$ cat config.mk
export PLATFORM = sky130hd
export DESIGN_NAME = loopback_test_frame_generator
export DESIGN_NICKNAME = d
export VERILOG_FILES = /design/src/hdl/loopback_test_frame_generator.v /design/src/hdl/fcs_byte_engine.v
export VERILOG_INCLUDE_DIRS = /design/src /design/src/hdl
export SDC_FILE = /design/constraint.sdc
export NUM_CORES = 1
export LEC_CHECK = 0
export CORE_ASPECT_RATIO = 1.5
export CORE_MARGIN = 2
export CORE_UTILIZATION = 50
export CTS_CLUSTER_DIAMETER = 50
export DETAILED_ROUTE_END_ITERATION = 12
export DONT_BUFFER_PORTS = 1
export PLACE_DENSITY = 0.73
export SLEW_MARGIN = 10
export SYNTH_ARGS = -nofsm -noshare
export SYNTH_HDL_FRONTEND = slang
export SYNTH_SLANG_ARGS = --single-unit
$ cat constraint.sdc
create_clock -name i_sys_clk -period 8.6 [get_ports i_sys_clk]
set_input_delay 2.15 -clock i_sys_clk [delete_from_list [all_inputs] [get_ports i_sys_clk]]
set_output_delay 2.15 -clock i_sys_clk [all_outputs]
set_load 0.05 [all_outputs]
$ cat src/hdl/loopback_defines.vh
// Constants of the loopback test frame generator and its register map.
// Assumes a word-addressed Avalon-MM slave; word index = register index.
//
// How it works
// - 8-bit RW pattern register, reset zero, picks frame length, address and data.
// - 0x00: 64-byte unicast 55AA; 0x01: 1518-byte unicast 55AA.
// - 0x02: 64-byte broadcast 55AA; 0x04: 1518-byte broadcast 55AA.
// - 0x08: 64-byte unicast 0F0F; 0x10: 1518-byte unicast 0F0F.
// - 0x20: 64-byte broadcast 0F0F; 0x40: 1518-byte broadcast 0F0F.
// - 0x80: 1518-byte broadcast FF00; other values undefined.
// - Unicast DA is station address with last byte plus one.
// - Last DA byte grows by one on each following frame.
// - SA is the station address; type field is 0x0800.
// - Returned frame with CRC error bumps an 8-bit read-only counter.
// - Counter reads 0 to 255 in binary, resets to zero.
// - Writing zero to setup register clears the CRC error counter.
// - Writing 1 to 100 to setup register sends that many frames; default 7.
`ifndef LOOPBACK_DEFINES_VH
`define LOOPBACK_DEFINES_VH

// ==========================================================
// Register indices
`define REG_SETUP        8'h44
`define REG_PATTERN      8'h45
`define REG_CRC_CNT      8'h46
`define REG_STA_FIRST    8'h52
`define REG_STA_LAST     8'h57
`define REG_IRQ_STATUS   8'h60
`define REG_IRQ_ENABLE   8'h61
`define REG_IRQ_CLEAR    8'h62

// ==========================================================
// Reset values and limits
`define SETUP_RST        8'h07
`define PATTERN_RST      8'h00
`define CNT_MAX          8'hFF
`define COUNT_MAX        8'h64

// ==========================================================
// Pattern codes
`define PAT_S_U_55       8'h00
`define PAT_L_U_55       8'h01
`define PAT_S_B_55       8'h02
`define PAT_L_B_55       8'h04
`define PAT_S_U_0F       8'h08
`define PAT_L_U_0F       8'h10
`define PAT_S_B_0F       8'h20
`define PAT_L_B_0F       8'h40
`define PAT_L_B_FF       8'h80

// ==========================================================
// Frame layout
`define WORD_55AA        16'h55AA
`define WORD_0F0F        16'h0F0F
`define WORD_FF00        16'hFF00
`define LEN_SHORT        11'h040
`define LEN_LONG         11'h5EE
`define FCS_BYTES        11'h004
`define IDX_SA           11'h006
`define IDX_TYPE_HI      11'h00C
`define IDX_TYPE_LO      11'h00D
`define TYPE_HI          8'h08
`define TYPE_LO          8'h00
`define BCAST_BYTE       8'hFF

// ==========================================================
// Frame check sequence
`define CRC_INIT         32'hFFFFFFFF
`define CRC_POLY_REFL    32'hEDB88320

// ==========================================================
// Interrupt status bits
`define IRQ_W            3
`define IRQ_FRAME        0
`define IRQ_CRC          1
`define IRQ_DONE         2

`endif

$ cat src/hdl/loopback_test_frame_generator.v
// Loopback test frame generator with CRC error counter and register file.
// Assumes an Avalon-MM master on i_sys_clk, a byte sink with ready, and
// a receive path on the same clock that flags returned loopback frames.
`timescale 1ns/1ns
`include "loopback_defines.vh"

module loopback_test_frame_generator (
    input  wire        i_sys_clk,
    input  wire        i_rst_b,
    input  wire [7:0]  i_avs_address,
    input  wire        i_avs_read,
    input  wire        i_avs_write,
    input  wire [31:0] i_avs_writedata,
    input  wire [3:0]  i_avs_byteenable,
    output reg  [31:0] o_avs_readdata,
    output wire        o_avs_waitrequest,
    output wire        o_tx_valid,
    output wire [7:0]  o_tx_data,
    output wire        o_tx_sof,
    output wire        o_tx_eof,
    input  wire        i_tx_ready,
    input  wire        i_rx_done,
    input  wire        i_rx_crc_err,
    output wire        o_busy,
    output wire        o_irq
);

    localparam ST_IDLE = 1'b0;
    localparam ST_SEND = 1'b1;

    // ==========================================================
    // Pattern decode
    function is_long;
        input [7:0] pat;
        begin
            is_long = (pat == `PAT_L_U_55) || (pat == `PAT_L_B_55) ||
                      (pat == `PAT_L_U_0F) || (pat == `PAT_L_B_0F) ||
                      (pat == `PAT_L_B_FF);
        end
    endfunction

    function is_bcast;
        input [7:0] pat;
        begin
            is_bcast = (pat == `PAT_S_B_55) || (pat == `PAT_L_B_55) ||
                       (pat == `PAT_S_B_0F) || (pat == `PAT_L_B_0F) ||
                       (pat == `PAT_L_B_FF);
        end
    endfunction

    function [15:0] fill_word;
        input [7:0] pat;
        begin
            case (pat)
                `PAT_S_U_0F, `PAT_L_U_0F,
                `PAT_S_B_0F, `PAT_L_B_0F: fill_word = `WORD_0F0F;
                `PAT_L_B_FF: fill_word = `WORD_FF00;
                default: fill_word = `WORD_55AA;
            endcase
        end
    endfunction

    // ==========================================================
    // Bus slave: one wait state, then the access completes
    reg         ack_q;
    wire        req = i_avs_read | i_avs_write;
    wire        wr_stb = i_avs_write & ack_q & i_avs_byteenable[0];
    wire [7:0]  wbyte = i_avs_writedata[7:0];

    assign o_avs_waitrequest = req & ~ack_q;

    always @(posedge i_sys_clk or negedge i_rst_b) begin
        if (!i_rst_b) begin
            ack_q <= 1'b0;
        end else begin
            ack_q <= req & ~ack_q;
        end
    end

    // ==========================================================
    // Registers
    reg  [7:0]  setup_q;
    reg  [7:0]  pattern_q;
    reg  [7:0]  crc_cnt_q;
    reg  [7:0]  sta_q [0:5];
    reg  [`IRQ_W-1:0] irq_st_q;
    reg  [`IRQ_W-1:0] irq_en_q;
    reg  [`IRQ_W-1:0] irq_ev;
    integer     k;

    wire wr_setup = wr_stb && (i_avs_address == `REG_SETUP);
    wire wr_clear = wr_setup && (wbyte == 8'h00);
    wire wr_start = wr_setup && (wbyte != 8'h00);
    wire rx_bad   = i_rx_done & i_rx_crc_err;
    reg  [7:0]  o_rd_mux;

    always @(posedge i_sys_clk or negedge i_rst_b) begin
        if (!i_rst_b) begin
            setup_q   <= `SETUP_RST;
            pattern_q <= `PATTERN_RST;
            irq_en_q  <= {`IRQ_W{1'b0}};
            for (k = 0; k < 6; k = k + 1) begin
                sta_q[k] <= 8'h00;
            end
        end else if (wr_stb) begin
            if (i_avs_address == `REG_SETUP) begin
                setup_q <= wbyte;
            end
            if (i_avs_address == `REG_PATTERN) begin
                pattern_q <= wbyte;
            end
            if (i_avs_address == `REG_IRQ_ENABLE) begin
                irq_en_q <= wbyte[`IRQ_W-1:0];
            end
            for (k = 0; k < 6; k = k + 1) begin
                if (i_avs_address == `REG_STA_FIRST + k[7:0]) begin
                    sta_q[k] <= wbyte;
                end
            end
        end
    end

    // Error count: an error in the clearing cycle still counts once
    always @(posedge i_sys_clk or negedge i_rst_b) begin
        if (!i_rst_b) begin
            crc_cnt_q <= 8'h00;
        end else if (wr_clear) begin
            crc_cnt_q <= {7'h00, rx_bad};
        end else if (rx_bad && crc_cnt_q != `CNT_MAX) begin
            crc_cnt_q <= crc_cnt_q + 8'h01;
        end
    end

    always @* begin
        case (i_avs_address)
            `REG_SETUP:      o_rd_mux = setup_q;
            `REG_PATTERN:    o_rd_mux = pattern_q;
            `REG_CRC_CNT:    o_rd_mux = crc_cnt_q;
            `REG_IRQ_STATUS: o_rd_mux = {5'h00, irq_st_q};
            `REG_IRQ_ENABLE: o_rd_mux = {5'h00, irq_en_q};
            default:         o_rd_mux = 8'h00;
        endcase
        if (i_avs_address >= `REG_STA_FIRST &&
            i_avs_address <= `REG_STA_LAST) begin
            o_rd_mux = sta_q[i_avs_address[2:0] - 3'h2];
        end
    end

    always @(posedge i_sys_clk or negedge i_rst_b) begin
        if (!i_rst_b) begin
            o_avs_readdata <= 32'h00000000;
        end else if (i_avs_read & ~ack_q) begin
            o_avs_readdata <= {24'h000000, o_rd_mux};
        end
    end

    // ==========================================================
    // Interrupts: set wins over a clear in the same cycle
    wire [`IRQ_W-1:0] irq_clr = (wr_stb &&
        i_avs_address == `REG_IRQ_CLEAR) ? wbyte[`IRQ_W-1:0]
                                         : {`IRQ_W{1'b0}};

    always @(posedge i_sys_clk or negedge i_rst_b) begin
        if (!i_rst_b) begin
            irq_st_q <= {`IRQ_W{1'b0}};
        end else begin
            irq_st_q <= (irq_st_q & ~irq_clr) | irq_ev;
        end
    end

    assign o_irq = |(irq_st_q & irq_en_q);

    // ==========================================================
    // Frame sequencer
    reg         state_q;
    reg  [10:0] idx_q;
    reg  [7:0]  left_q;
    reg  [7:0]  da_last_q;
    reg         long_q;
    reg         bcast_q;
    reg  [15:0] word_q;
    reg         vld_q;
    reg  [7:0]  data_q;
    reg         sof_q;
    reg         eof_q;
    reg  [7:0]  byte_d;
    wire [31:0] fcs;

    wire [10:0] len     = long_q ? `LEN_LONG : `LEN_SHORT;
    wire [10:0] fcs_idx = len - `FCS_BYTES;
    wire        load    = (state_q == ST_SEND) & (~vld_q | i_tx_ready);
    wire        last    = (idx_q == len - 11'h001);
    wire [10:0] fcs_off = idx_q - fcs_idx;

    always @* begin
        if (idx_q < `IDX_SA) begin
            if (bcast_q) begin
                byte_d = `BCAST_BYTE;
            end else if (idx_q == `IDX_SA - 11'h001) begin
                byte_d = da_last_q;
            end else begin
                byte_d = sta_q[idx_q[2:0]];
            end
        end else if (idx_q < `IDX_TYPE_HI) begin
            byte_d = sta_q[idx_q[2:0] - 3'h6];
        end else if (idx_q == `IDX_TYPE_HI) begin
            byte_d = `TYPE_HI;
        end else if (idx_q == `IDX_TYPE_LO) begin
            byte_d = `TYPE_LO;
        end else if (idx_q < fcs_idx) begin
            byte_d = idx_q[0] ? word_q[7:0] : word_q[15:8];
        end else begin
            case (fcs_off[1:0])
                2'h0:    byte_d = fcs[7:0];
                2'h1:    byte_d = fcs[15:8];
                2'h2:    byte_d = fcs[23:16];
                default: byte_d = fcs[31:24];
            endcase
        end
    end

    fcs_byte_engine u_fcs (
        .i_sys_clk (i_sys_clk),
        .i_rst_b   (i_rst_b),
        .i_en      (load && idx_q < fcs_idx),
        .i_start   (idx_q == 11'h000),
        .i_data    (byte_d),
        .o_fcs     (fcs)
    );

    always @(posedge i_sys_clk or negedge i_rst_b) begin
        if (!i_rst_b) begin
            state_q   <= ST_IDLE;
            idx_q     <= 11'h000;
            left_q    <= 8'h00;
            da_last_q <= 8'h00;
            long_q    <= 1'b0;
            bcast_q   <= 1'b0;
            word_q    <= `WORD_55AA;
        end else begin
            case (state_q)
                ST_IDLE: begin
                    if (wr_start) begin
                        state_q   <= ST_SEND;
                        left_q    <= wbyte;
                        idx_q     <= 11'h000;
                        da_last_q <= sta_q[5] + 8'h01;
                        long_q    <= is_long(pattern_q);
                        bcast_q   <= is_bcast(pattern_q);
                        word_q    <= fill_word(pattern_q);
                    end
                end
                ST_SEND: begin
                    if (load) begin
                        if (!last) begin
                            idx_q <= idx_q + 11'h001;
                        end else begin
                            idx_q     <= 11'h000;
                            left_q    <= left_q - 8'h01;
                            da_last_q <= da_last_q + 8'h01;
                            if (left_q == 8'h01) begin
                                state_q <= ST_IDLE;
                            end
                        end
                    end
                end
                default: state_q <= ST_IDLE;
            endcase
        end
    end

    // Output stage keeps data registered; ready only drains it
    always @(posedge i_sys_clk or negedge i_rst_b) begin
        if (!i_rst_b) begin
            vld_q  <= 1'b0;
            data_q <= 8'h00;
            sof_q  <= 1'b0;
            eof_q  <= 1'b0;
        end else if (load) begin
            vld_q  <= 1'b1;
            data_q <= byte_d;
            sof_q  <= (idx_q == 11'h000);
            eof_q  <= last;
        end else if (i_tx_ready) begin
            vld_q  <= 1'b0;
        end
    end

    always @* begin
        irq_ev = {`IRQ_W{1'b0}};
        irq_ev[`IRQ_FRAME] = load & last;
        irq_ev[`IRQ_CRC]   = rx_bad;
        irq_ev[`IRQ_DONE]  = load & last & (left_q == 8'h01);
    end

    assign o_tx_valid = vld_q;
    assign o_tx_data  = data_q;
    assign o_tx_sof   = sof_q;
    assign o_tx_eof   = eof_q;
    assign o_busy     = state_q | vld_q;

endmodule // loopback_test_frame_generator

$ cat src/hdl/fcs_byte_engine.v
// Ethernet CRC-32, one byte per cycle, LSB of each byte first.
// Assumes the caller holds i_en only for bytes that are to be covered.
`timescale 1ns/1ns
`include "loopback_defines.vh"

module fcs_byte_engine (
    input  wire        i_sys_clk,
    input  wire        i_rst_b,
    input  wire        i_en,
    input  wire        i_start,
    input  wire [7:0]  i_data,
    output wire [31:0] o_fcs
);

    reg  [31:0] crc_q;
    reg  [31:0] crc_d;
    reg  [31:0] seed;
    integer     i;

    // ==========================================================
    // Next value
    // A first byte restarts from the seed so no clear cycle is needed
    always @* begin
        seed  = i_start ? `CRC_INIT : crc_q;
        crc_d = seed;
        for (i = 0; i < 8; i = i + 1) begin
            if (crc_d[0] ^ i_data[i]) begin
                crc_d = (crc_d >> 1) ^ `CRC_POLY_REFL;
            end else begin
                crc_d = crc_d >> 1;
            end
        end
    end

    always @(posedge i_sys_clk or negedge i_rst_b) begin
        if (!i_rst_b) begin
            crc_q <= `CRC_INIT;
        end else if (i_en) begin
            crc_q <= crc_d;
        end
    end

    assign o_fcs = ~crc_q;

endmodule // fcs_byte_engine

==> results of run 1 <==
[worst max-delay path, stage by stage]
cell and delay (ns):
nor3b_1 0.28, and3_1 0.47, nand3_1 0.50, nor3_1 0.77, nor2_1 0.28, a21oi_2 0.23
buf_4 0.36, nand2_1 0.14, o31ai_1 0.27, a31oi_1 0.12
[cell type report]
type / instances / area share
multi-input combinational: 858 / 0.540
sequential: 166 / 0.365
clock buffer: 18 / 0.0373
tap: 268 / 0.0291
clock inverter: 14 / 0.0173
inverter: 17 / 0.00555
timing repair buffer: 8 / 0.00522
[through the flow]
step                std cells  power, mW  cell area [sq um]
detailed placement       1317       2.82              10900
global placement         1317       2.79              10900
global route             1349       3.87              11500
CTS                      1349       3.67              11500
floorplan                1134       2.53              10900
finish                   1349       3.66              11500
[kinds of logic after synthesis]
group,Yosys count,synth area share
xor+xnor,85,0.0859
simple gates,360,0.161
buf+inv,110,0.0472
fa+ha+maj,16,0.0185
mux,134,0.162
other cells,1,0.000347
compound gates,239,0.137
flops,166,0.388
[final timing paths]
| check | end | cells past startpoint | from |
|---|---|---|---|
| setup reg to reg | u_fcs.crc_q[17]$_DFFE_PN1P_ | 12 | idx_q[1]$_DFFE_PN0P_ |
| min in group asynchronous | state_q$_DFF_PN0_ | 0 | i_rst_b |
| setup / recovery | left_q[5]$_DFFE_PN0P_ | 10 | i_avs_address[4] |
| hold / removal | u_fcs.crc_q[19]$_DFFE_PN1P_ | 2 | u_fcs.crc_q[19]$_DFFE_PN1P_ |
| hold reg to reg | u_fcs.crc_q[19]$_DFFE_PN1P_ | 2 | u_fcs.crc_q[19]$_DFFE_PN1P_ |
| max in group asynchronous | u_fcs.crc_q[23]$_DFFE_PN1P_ | 0 | i_rst_b |
[per-layer routing]
layer,part of all wire,track usage,up-vias
met3,0.043,0.0480,76
li1,-,-,3862
met4,0.050,0.138,0
met2,0.52,0.440,261
met5,0,0,-
met1,0.39,0.301,4119
[cell usage in the layout, fill, tap and decap left out, types with 31 or more instances in the layout]
cell type / count
a21oi_1: 31
dfrtp_1: 127
dfstp_2: 38
mux2_2: 62
mux2i_1: 45
nand2_1: 125
nor2_1: 84
o21ai_0: 106
xnor2_1: 44
[flip-flops by register name, indices dropped and copies added, names as in the netlist]
register and count:
sta_q 48, u_fcs.crc_q 32, idx_q 11, crc_cnt_q 8, da_last_q 8, left_q 8, o_avs_readdata 8, o_tx_data 8
pattern_q 8, setup_q 8, word_q 6, irq_en_q 3, irq_st_q 3, ack_q 1, bcast_q 1, long_q 1
o_tx_eof 1, o_tx_sof 1, o_tx_valid 1, state_q 1
[power by group]
part | leakage [nW] | switching, mW | internal, mW | total, mW
logic | 2.53 | 0.874 | 0.851 | 1.73
clock network | 0.294 | 0.338 | 0.489 | 0.827
registers | 2.12 | 0.166 | 0.938 | 1.10
==> summary.txt, run 1 <==
Postcts setup bufs = 0
First-pass detailed-route iteration total = 5
Initial core utilization = 0.512
Reg clk slew, reported paths = 0.07 ns
Input/output buffers = 0
Fraction of layout cells with a size suffix above 1 = 0.180
Cts bufs inserted = 17
Clk buf depth = 2
Final Slew Violations = 0
Count of final setup violators = 0
RSZ-0062 raised after global routing = no
Detailed-route wire length = 27.6 mm
Root buffer cell = clkbuf_16
Worst vdd ir = 0.190 mV
Number of synthesized flops with an enable pin = 0
Leakage = 4.94 nW
Boundary Pins = 97
Vias in the first global route = 8347
First-pass GRT wire length = 45.0 mm
H-tree Lvls = 4
Hold-fix buffers, CTS = 0
Final worst slack = 3.32 ns
Top post-synthesis cells by area = dfrtp_1 30%, dfstp_2 9.2%, mux2_2 6.5%
WL/cell = 20.5 um
Cells after Synth = 1111
ANT nets after route = 0
Routed vias = 8318
Worst setup EP type = register
Cell Pwr Density = 318 nW/um^2
Area taken by multi-input logic gates = 6210 sq um
Initial antenna violation count = 0
Skew-Pair Late Insertion Delay = 0.45 ns
Worst R2R Setup Slack = 3.47 ns
Sequential share of the synthesized area = 0.388
Setup TNS Final = 0 ns
Post-synth top cells = 128 x dfrtp_1, 125 x nand2_1, 106 x o21ai_0
Floorplan core area = 21100 sq um
Final Skew = 0.00676 ns
Mean Syn Cell Area = 9.74 sq um
Period Utilization, post-route = 0.614
Hold slack final = 0.476 ns
GRT Util Overall = 0.257
Asr flop ratio synth = 1.00
Cell variety after synth = 76
Crit path kind = in -> reg
Post_cts resized = 0
Antenna fix cells = 0
Row Count = 65
P&R area growth vs syn = 6.31%
Top FF cell, synth = dfrtp_1
Die extent in y = 184 um
Critical path required time = 8.91 ns
Mapped cell area = 10800 sq um
Top-count cell post-synth = dfrtp_1
Max Cap Violations = 0
DRC Markers = 0
Hold Crit Class = reg -> reg
Final-layout fill cell count = 1883
Pin count of the biggest net entering global routing = 167
Yosys warning count = 0
Synthesized flop and latch total = 166
Critical Path Fanout Max = 30
Fin nets = 1135
Pre-CTS WS = 2.89 ns
Die area = 22900 sq um
Worst Setup Start Kind = input pin
Final Util = 0.544
Post-layout min period = 5.28 ns
Post-DP HPWL = 19.5 mm
GP Congestion = 0.879
FF/Latch Area = 4200 sq um
Post-DR vias/cell = 6.17
Normalized max-slew margin = 0.291
CTS tree = done
Initial DRC count = 647
Hold Fails Final Rpt = 0
Arrival @ worst endpoint = 5.59 ns
Die W = 124 um
Worst-margin pin slew = 1.06 ns
F_max = 189 MHz
Synth area leader = dfrtp_1
Total global routing overflow = 0
Top-area cell type share of the netlist area = 0.296
Outcome = complete, no violations
Sink count of the clock tree = 166
(Power assumes the default switching activity.)
==> run 2: changes to the inputs <==
ABC_AREA = 1   (was unset)
PLACE_DENSITY = 0.76   (was 0.73)
clock period = 4.85 ns   (was 8.6 ns; I/O delays follow)
==> run 2 against run 1 <==
Net effect: final area is 0.76% higher; synthesized cell count grew 36%; clock power rose by 74%; flip-flop and latch count unchanged; clock-buffer cell count decreased by 1; worst hold slack lost 0.025 ns; utilization shrank 0.42 points; routed wire length up 8.8%; clock skew increased by 0.0063 ns; combinational power grew 51%; largest cell class unchanged.
==> summary.txt, run 2 <==
Outcome = complete, no violations
Row Count = 66 (+1.5%)
Worst setup EP type = register
Worst-margin pin slew = 1.16 ns (+0.109 ns)
Worst Setup Start Kind = register
Root buffer cell = clkbuf_16
Area post-placement = 11000 sq um (+0.82%)
Hold-fix buffers, CTS = 0 (unchanged)
First-pass detailed-route iteration total = 8 (+3)
Asr flop ratio synth = 1.00 (unchanged)
Input/output buffers = 0 (unchanged)
WL/cell = 16.9 um (-18%)
Die extent in y = 184 um (about the same)
H-tree Lvls = 4 (unchanged)
Top-count cell post-synth = nand2_1
Arrival @ worst endpoint = 4.31 ns (-1.28 ns)
Antenna fix cells = 0 (unchanged)
First-pass GRT wire length = 48.6 mm (+8.1%)
Critical Path Fanout Max = 19 (-37%)
RSZ-0062 raised after global routing = no
Setup TNS Final = 0 ns (unchanged)
GRT Util Overall = 0.266 (+0.00870)
Worst path slowest cell = dfrtp_1
DRC Markers = 0 (unchanged)
Sink count of the clock tree = 166 (unchanged)
Postcts setup bufs = 0 (unchanged)
Worst reg2reg startpoint = idx_q[1]$_DFFE_PN0P_
Largest Register = sta_q
Reg clk slew, reported paths = 0.08 ns (about the same)
Fin area = 11600 sq um (+0.76%)
Worst R2R Setup Slack = 0.92 ns (-2.55 ns)
Commonest cells after routing, fill and taps aside = 475 x nand2_1, 148 x o21ai_0, 147 x inv_1
CTS tree = done
Fraction of layout cells with a size suffix above 1 = 0.107 (-0.0736)
Crit path from = idx_q[1]$_DFFE_PN0P_
Mean Syn Cell Area = 7.17 sq um (-26%)
Sequential share of the synthesized area = 0.388 (-0.000583)
GP Congestion = 0.918 (+4.5%)
Post-synth top cells = 475 x nand2_1, 148 x o21ai_0, 147 x inv_1
Skew-Pair Late Insertion Delay = 0.46 ns (about the same)
Total global routing overflow = 0 (unchanged)
CP bufs+invs = 2 (+1)
Post-DP HPWL = 21.9 mm (+12%)
Post_cts resized = 0 (unchanged)
Worst path cell trace = inv_1, ha_1, inv_1, nor2_1, nand2_1, nand3_1, nor2_1, nand2_1, nand3_1, nand2_1, nand2_1, nand2_1, nand2_2, nand2_1, nand2_2, nand2_1, nand2_1, nand2_1, nand2_1, or2_1, nand3_1, o21ai_1
Clk buf depth = 2 (unchanged)
Synth area leader = dfrtp_1
Largest delay contributor family on the critical path = simple AND/OR/NAND/NOR gates
Top FF cell, synth = dfrtp_1
Final Skew = 0.0131 ns (+0.00634 ns)
Area taken by multi-input logic gates = 5730 sq um (-7.8%)
Cts bufs inserted = 17 (unchanged)
Routed vias = 9987 (+20%)
Max Cap Violations = 0 (unchanged)
Die area = 22900 sq um (+0.15%)
Cell variety after synth = 56 (-26%)
FF/Latch Area = 4200 sq um (about the same)
Final-layout fill cell count = 2026 (+7.6%)
Fin cells = 1780 (+32%)
Hold Fails Final Rpt = 0 (unchanged)
Total power draw = 5.88 mW (+61%)
Top-area cell type share of the netlist area = 0.296 (-0.000444)
Initial DRC count = 827 (+28%)
Commonest non-fill, non-tap cell in the layout = nand2_1
Initial antenna violation count = 0 (unchanged)
Final Slew Violations = 0 (unchanged)
ANT nets after route = 0 (unchanged)
Critical path's largest stage delay = 0.78 ns (about the same)
Final Util = 0.540 (-0.00416)
Die W = 124 um (about the same)
Count of final setup violators = 0 (unchanged)
Leakage = 5.72 nW (+16%)
Critical path required time = 5.23 ns (-3.68 ns)
Fin nets = 1562 (+38%)
Total placed cells including tap cells = 1748 (+33%)
Cells after Synth = 1511 (+36%)
Initial core utilization = 0.505 (-0.00700)
F_max = 254 MHz
Yosys warning count = 0 (unchanged)
Largest register FFs = 48 (unchanged)
Number of synthesized flops with an enable pin = 0 (unchanged)
P&R area growth vs syn = 6.96%
Floorplan core area = 21500 sq um (+1.5%)
Hold Crit Class = in -> async
Synthesized flop and latch total = 166 (unchanged)
Detailed-route wire length = 30.1 mm (+8.8%)
Most used cell along the critical path = nand2_1
Post-DR vias/cell = 5.61 (-9.0%)
Pin count of the biggest net entering global routing = 167 (unchanged)
Vias in the first global route = 9563 (+15%)
Normalized max-slew margin = 0.219 (-0.0723)
Post-layout min period = 3.93 ns
Top post-synthesis cells by area = dfrtp_1 30%, nand2_1 16%, dfstp_2 9.2%
Worst vdd ir = 0.324 mV (+71%)
Boundary Pins = 97 (unchanged)
Period Utilization, post-route = 0.811
Mapped cell area = 10800 sq um (+0.15%)
Largest registers = sta_q x48, u_fcs.crc_q x32, idx_q x11
Crit path kind = reg -> reg
Cell Pwr Density = 507 nW/um^2 (+59%)
run 2: changes by cell type in the layout (fill, tap and decap cells not counted), moves of 58 or more:
cell,change
nand2_1,+350
mux2_2,-62
inv_1,+130
nand3_1,+58
run 2: per-layer routing:
metal  track usage  vias up  wire, um
met4         0.172        0      1860
met2         0.471      365     15300
met3        0.0415      112      1540
li1              -     4840         -
met5             0        -         0
met1         0.297     4670     11400
run 2: cell families (layout without fill, tap and decap cells):
family          after synthesis  count (layout)  share of synthesized area
compound gates              286             286                      0.154
other cells                   1              24                   0.000346
mux                           3               3                    0.00277
simple gates                762             762                      0.307
flops                       166             166                      0.388
fa+ha+maj                    16              16                     0.0185
xor+xnor                     45              45                     0.0381
buf+inv                     232             206                     0.0920
run 2: layout make-up:
cell class | instances | area share
well taps | 272 | 0.0294
inverters | 163 | 0.0529
clock buffers | 17 | 0.0367
clock inverters | 15 | 0.0174
flip-flops and latches | 166 | 0.362
multi-input cells | 1136 | 0.494
repair buffers | 11 | 0.00712
run 2: metrics by stage:
step | setup WS, ns | hold WS [ns]
floorplan | 1.73 | 0.448
global placement | 1.09 | 0.454
detailed placement | 1.04 | 0.461
CTS | 1.02 | 0.440
global route | 0.672 | 0.441
finish | 0.917 | 0.452
run 2: worst paths after layout:
check	cells past startpoint	to
max	22	u_fcs.crc_q[17]$_DFFE_PN1P_
min	0	o_tx_data[6]$_DFFE_PN0P_
max reg2reg	22	u_fcs.crc_q[17]$_DFFE_PN1P_
min reg2reg	2	u_fcs.crc_q[19]$_DFFE_PN1P_
max in group asynchronous	0	u_fcs.crc_q[27]$_DFFE_PN1P_
min in group i_sys_clk	2	u_fcs.crc_q[19]$_DFFE_PN1P_
run 2: report_power, final:
part	internal, mW	switching [mW]
clock network	0.751	0.685
registers	1.62	0.202
logic	0.816	1.81
run 2: worst reg2reg max path, stage by stage, from the launching register on:
cell and delay (ns):
dfrtp_1 0.78, inv_1 0.14, ha_1 0.45, inv_1 0.17, nor2_1 0.47, nand2_1 0.10, nand3_1 0.13, nor2_1 0.05
nand2_1 0.05, nand3_1 0.07, nand2_1 0.07, nand2_1 0.06, nand2_1 0.11, nand2_2 0.11, nand2_1 0.09, nand2_2 0.12
nand2_1 0.10, nand2_1 0.18, nand2_1 0.12, nand2_1 0.10, or2_1 0.21, nand3_1 0.09, o21ai_1 0.09
==> run 3: changes to the inputs <==
ABC_AREA = 0   (was 1)
PLACE_DENSITY = 0.73   (was 0.76)
clock period = 4.05 ns   (was 4.85 ns; I/O delays follow)
==> run 3 against run 2 <==
Net effect: final cell count down 22%; via count down 15%; clock skew down 0.0027 ns; non-clock buffer count up 32; clock power up 19%; clock-buffer cell count up 1.
==> summary.txt, run 3 (synthesis gave the netlist of run 1 again) <==
DRC Markers = 0 (unchanged)
Reg clk slew, reported paths = 0.07 ns (about the same)
Die area = 22900 sq um (-0.15%)
CTS tree = done
Largest register FFs = 48 (unchanged)
Final Util = 0.557 (+0.0171)
Total global routing overflow = 0 (unchanged)
Post-layout min period = 3.84 ns (-0.0962 ns)
Floorplan core area = 21100 sq um (-1.5%)
Cell Pwr Density = 678 nW/um^2 (+34%)
Initial DRC count = 542 (-34%)
Hold Fails Final Rpt = 0 (unchanged)
Critical Path Fanout Max = 11 (-8)
Total power draw = 7.99 mW (+36%)
Worst Setup Start Kind = register
Worst vdd ir = 0.539 mV (+67%)
First-pass GRT wire length = 45.6 mm (-6.1%)
GP Congestion = 0.884 (-3.8%)
Area taken by multi-input logic gates = 6230 sq um (+8.7%)
Input/output buffers = 0 (unchanged)
Arrival @ worst endpoint = 4.20 ns (-0.11 ns)
Worst R2R Setup Slack = 0.21 ns (-0.70 ns)
Largest registers = sta_q x48, u_fcs.crc_q x32, idx_q x11
Clk buf depth = 2 (unchanged)
Critical Path End = u_fcs.crc_q[20]$_DFFE_PN1P_
Cts bufs inserted = 17 (unchanged)
Outcome = complete, no violations
Hold slack final = 0.274 ns (-0.178 ns)
Vias in the first global route = 8619 (-9.9%)
Crit path from = idx_q[2]$_DFFE_PN0P_
Final worst slack = 0.213 ns (-0.704 ns)
Worst reg2reg startpoint = idx_q[2]$_DFFE_PN0P_
Pre-CTS WS = 0.0344 ns (-1.00 ns)
Count of final setup violators = 0 (unchanged)
Crit path kind = reg -> reg
Commonest cells after routing, fill and taps aside = 126 x dfrtp_1, 125 x nand2_1, 106 x o21ai_0
Final Slew Violations = 0 (unchanged)
Post-DR vias/cell = 6.10 (+8.7%)
Critical path required time = 4.42 ns (-0.81 ns)
Worst R2R Path Depth = 11 (-50%)
Max Cap Violations = 0 (unchanged)
Final Skew = 0.0104 ns (-0.00270 ns)
Pin count of the biggest net entering global routing = 167 (unchanged)
P&R area growth vs syn = 8.83%
Postcts setup bufs = 0 (unchanged)
WL/cell = 20.5 um (+21%)
Worst setup EP type = register
Post-DP HPWL = 20.6 mm (-5.8%)
Die extent in y = 184 um (about the same)
Die W = 124 um (about the same)
ANT nets after route = 0 (unchanged)
RSZ-0062 raised after global routing = no
Worst path slowest cell = dfrtp_2
Fin nets = 1170 (-25%)
First-pass detailed-route iteration total = 5 (-3)
Reg2reg end = u_fcs.crc_q[20]$_DFFE_PN1P_
Boundary Pins = 97 (unchanged)
Detailed-route wire length = 28.3 mm (-5.7%)
H-tree Lvls = 4 (unchanged)
Normalized max-slew margin = 0.344 (+0.126)
Skew-Pair Late Insertion Delay = 0.45 ns (about the same)
Row Count = 65 (-1.5%)
GRT Util Overall = 0.260 (-0.00588)
Routed vias = 8440 (-15%)
Largest Register = sta_q
Final-layout fill cell count = 1878 (-7.3%)
Root buffer cell = clkbuf_16
Initial core utilization = 0.512 (+0.00700)
Period Utilization, post-route = 0.947 (+0.136)
F_max = 261 MHz (+2.5%)
Sink count of the clock tree = 166 (unchanged)
Worst-margin pin slew = 0.983 ns (-0.181 ns)
Hold Crit Class = in -> async
Commonest non-fill, non-tap cell in the layout = dfrtp_1
Antenna fix cells = 0 (unchanged)
Critical path's largest stage delay = 0.49 ns (-0.29 ns)
Fraction of layout cells with a size suffix above 1 = 0.210 (+0.103)
Initial antenna violation count = 0 (unchanged)
Worst path cell trace = ha_1, or2_2, or3_4, or3_1, or2_4, o311ai_4, xnor2_2, xor3_1, or3b_1, a211o_1, o211ai_1
Leakage = 5.11 nW (-11%)
FF/Latch Area = 4200 sq um (about the same)
[run 3: cell count changes in the layout (fill, tap and decap cells not counted), moves of 24 or more]
cell / delta
buf_4: +31
nand2_2: -24
nand3_1: -58
mux2i_1: +42
nand2_1: -350
inv_1: -130
o21ai_0: -42
mux4_2: +27
xnor2_1: +42
mux2_2: +62
[run 3: metrics by stage]
stage          area, sq um  setup TNS [ns]  instances
5_1_grt              11800               0       1384
3_3_place_gp         11100               0       1352
3_5_place_dp         11100               0       1352
4_1_cts              11800               0       1384
2_1_floorplan        10900        -0.00608       1134
6_report             11800               0       1384
[run 3: worst min path at each step]
stage / endpoint / startpoint
finish: o_tx_data[2]$_DFFE_PN0P_ / i_rst_b
CTS: o_tx_data[1]$_DFFE_PN0P_ / i_rst_b
detailed placement: u_fcs.crc_q[19]$_DFFE_PN1P_ / u_fcs.crc_q[19]$_DFFE_PN1P_
floorplan: word_q[13]$_DFFE_PN0P_ / word_q[13]$_DFFE_PN0P_
global route: o_tx_data[2]$_DFFE_PN0P_ / i_rst_b
global placement: word_q[13]$_DFFE_PN0P_ / word_q[13]$_DFFE_PN0P_
[run 3: power breakdown]
part	switching (mW)	internal, mW
Clock	0.721	0.990
Combinational	2.00	1.98
Sequential	0.311	1.99
[run 3: routing by layer]
metal | global-route usage | vias up | share of wire
li1 | - | 3932 | -
met1 | 0.294 | 4143 | 0.38
met2 | 0.449 | 267 | 0.52
met3 | 0.0449 | 98 | 0.041
met4 | 0.158 | 0 | 0.058
met5 | 0 | - | 0
[run 3: what timing repair did]
item,in CTS,in global routing
hold buffers,0,0
endpoints found under the setup margin,0,4
gates resized for setup,0,4
[run 3: area by class of cell]
cell class	count	share of cell area
clock buffer	18	0.0373
tap	268	0.0285
multi-input combinational	858	0.529
clock inverter	14	0.0147
timing repair buffer	43	0.0285
inverter	17	0.00542
sequential	166	0.357
[run 3: worst max-delay path: cells and delay by family (launching register included)]
kind,cells,cell delay [ns]
XOR/XNOR,2,0.53
AO/OA/AOI/OAI,3,0.59
AND/OR/NAND/NOR,5,1.89
flip-flops,1,0.49
adder cells (fa/ha/maj),1,0.25
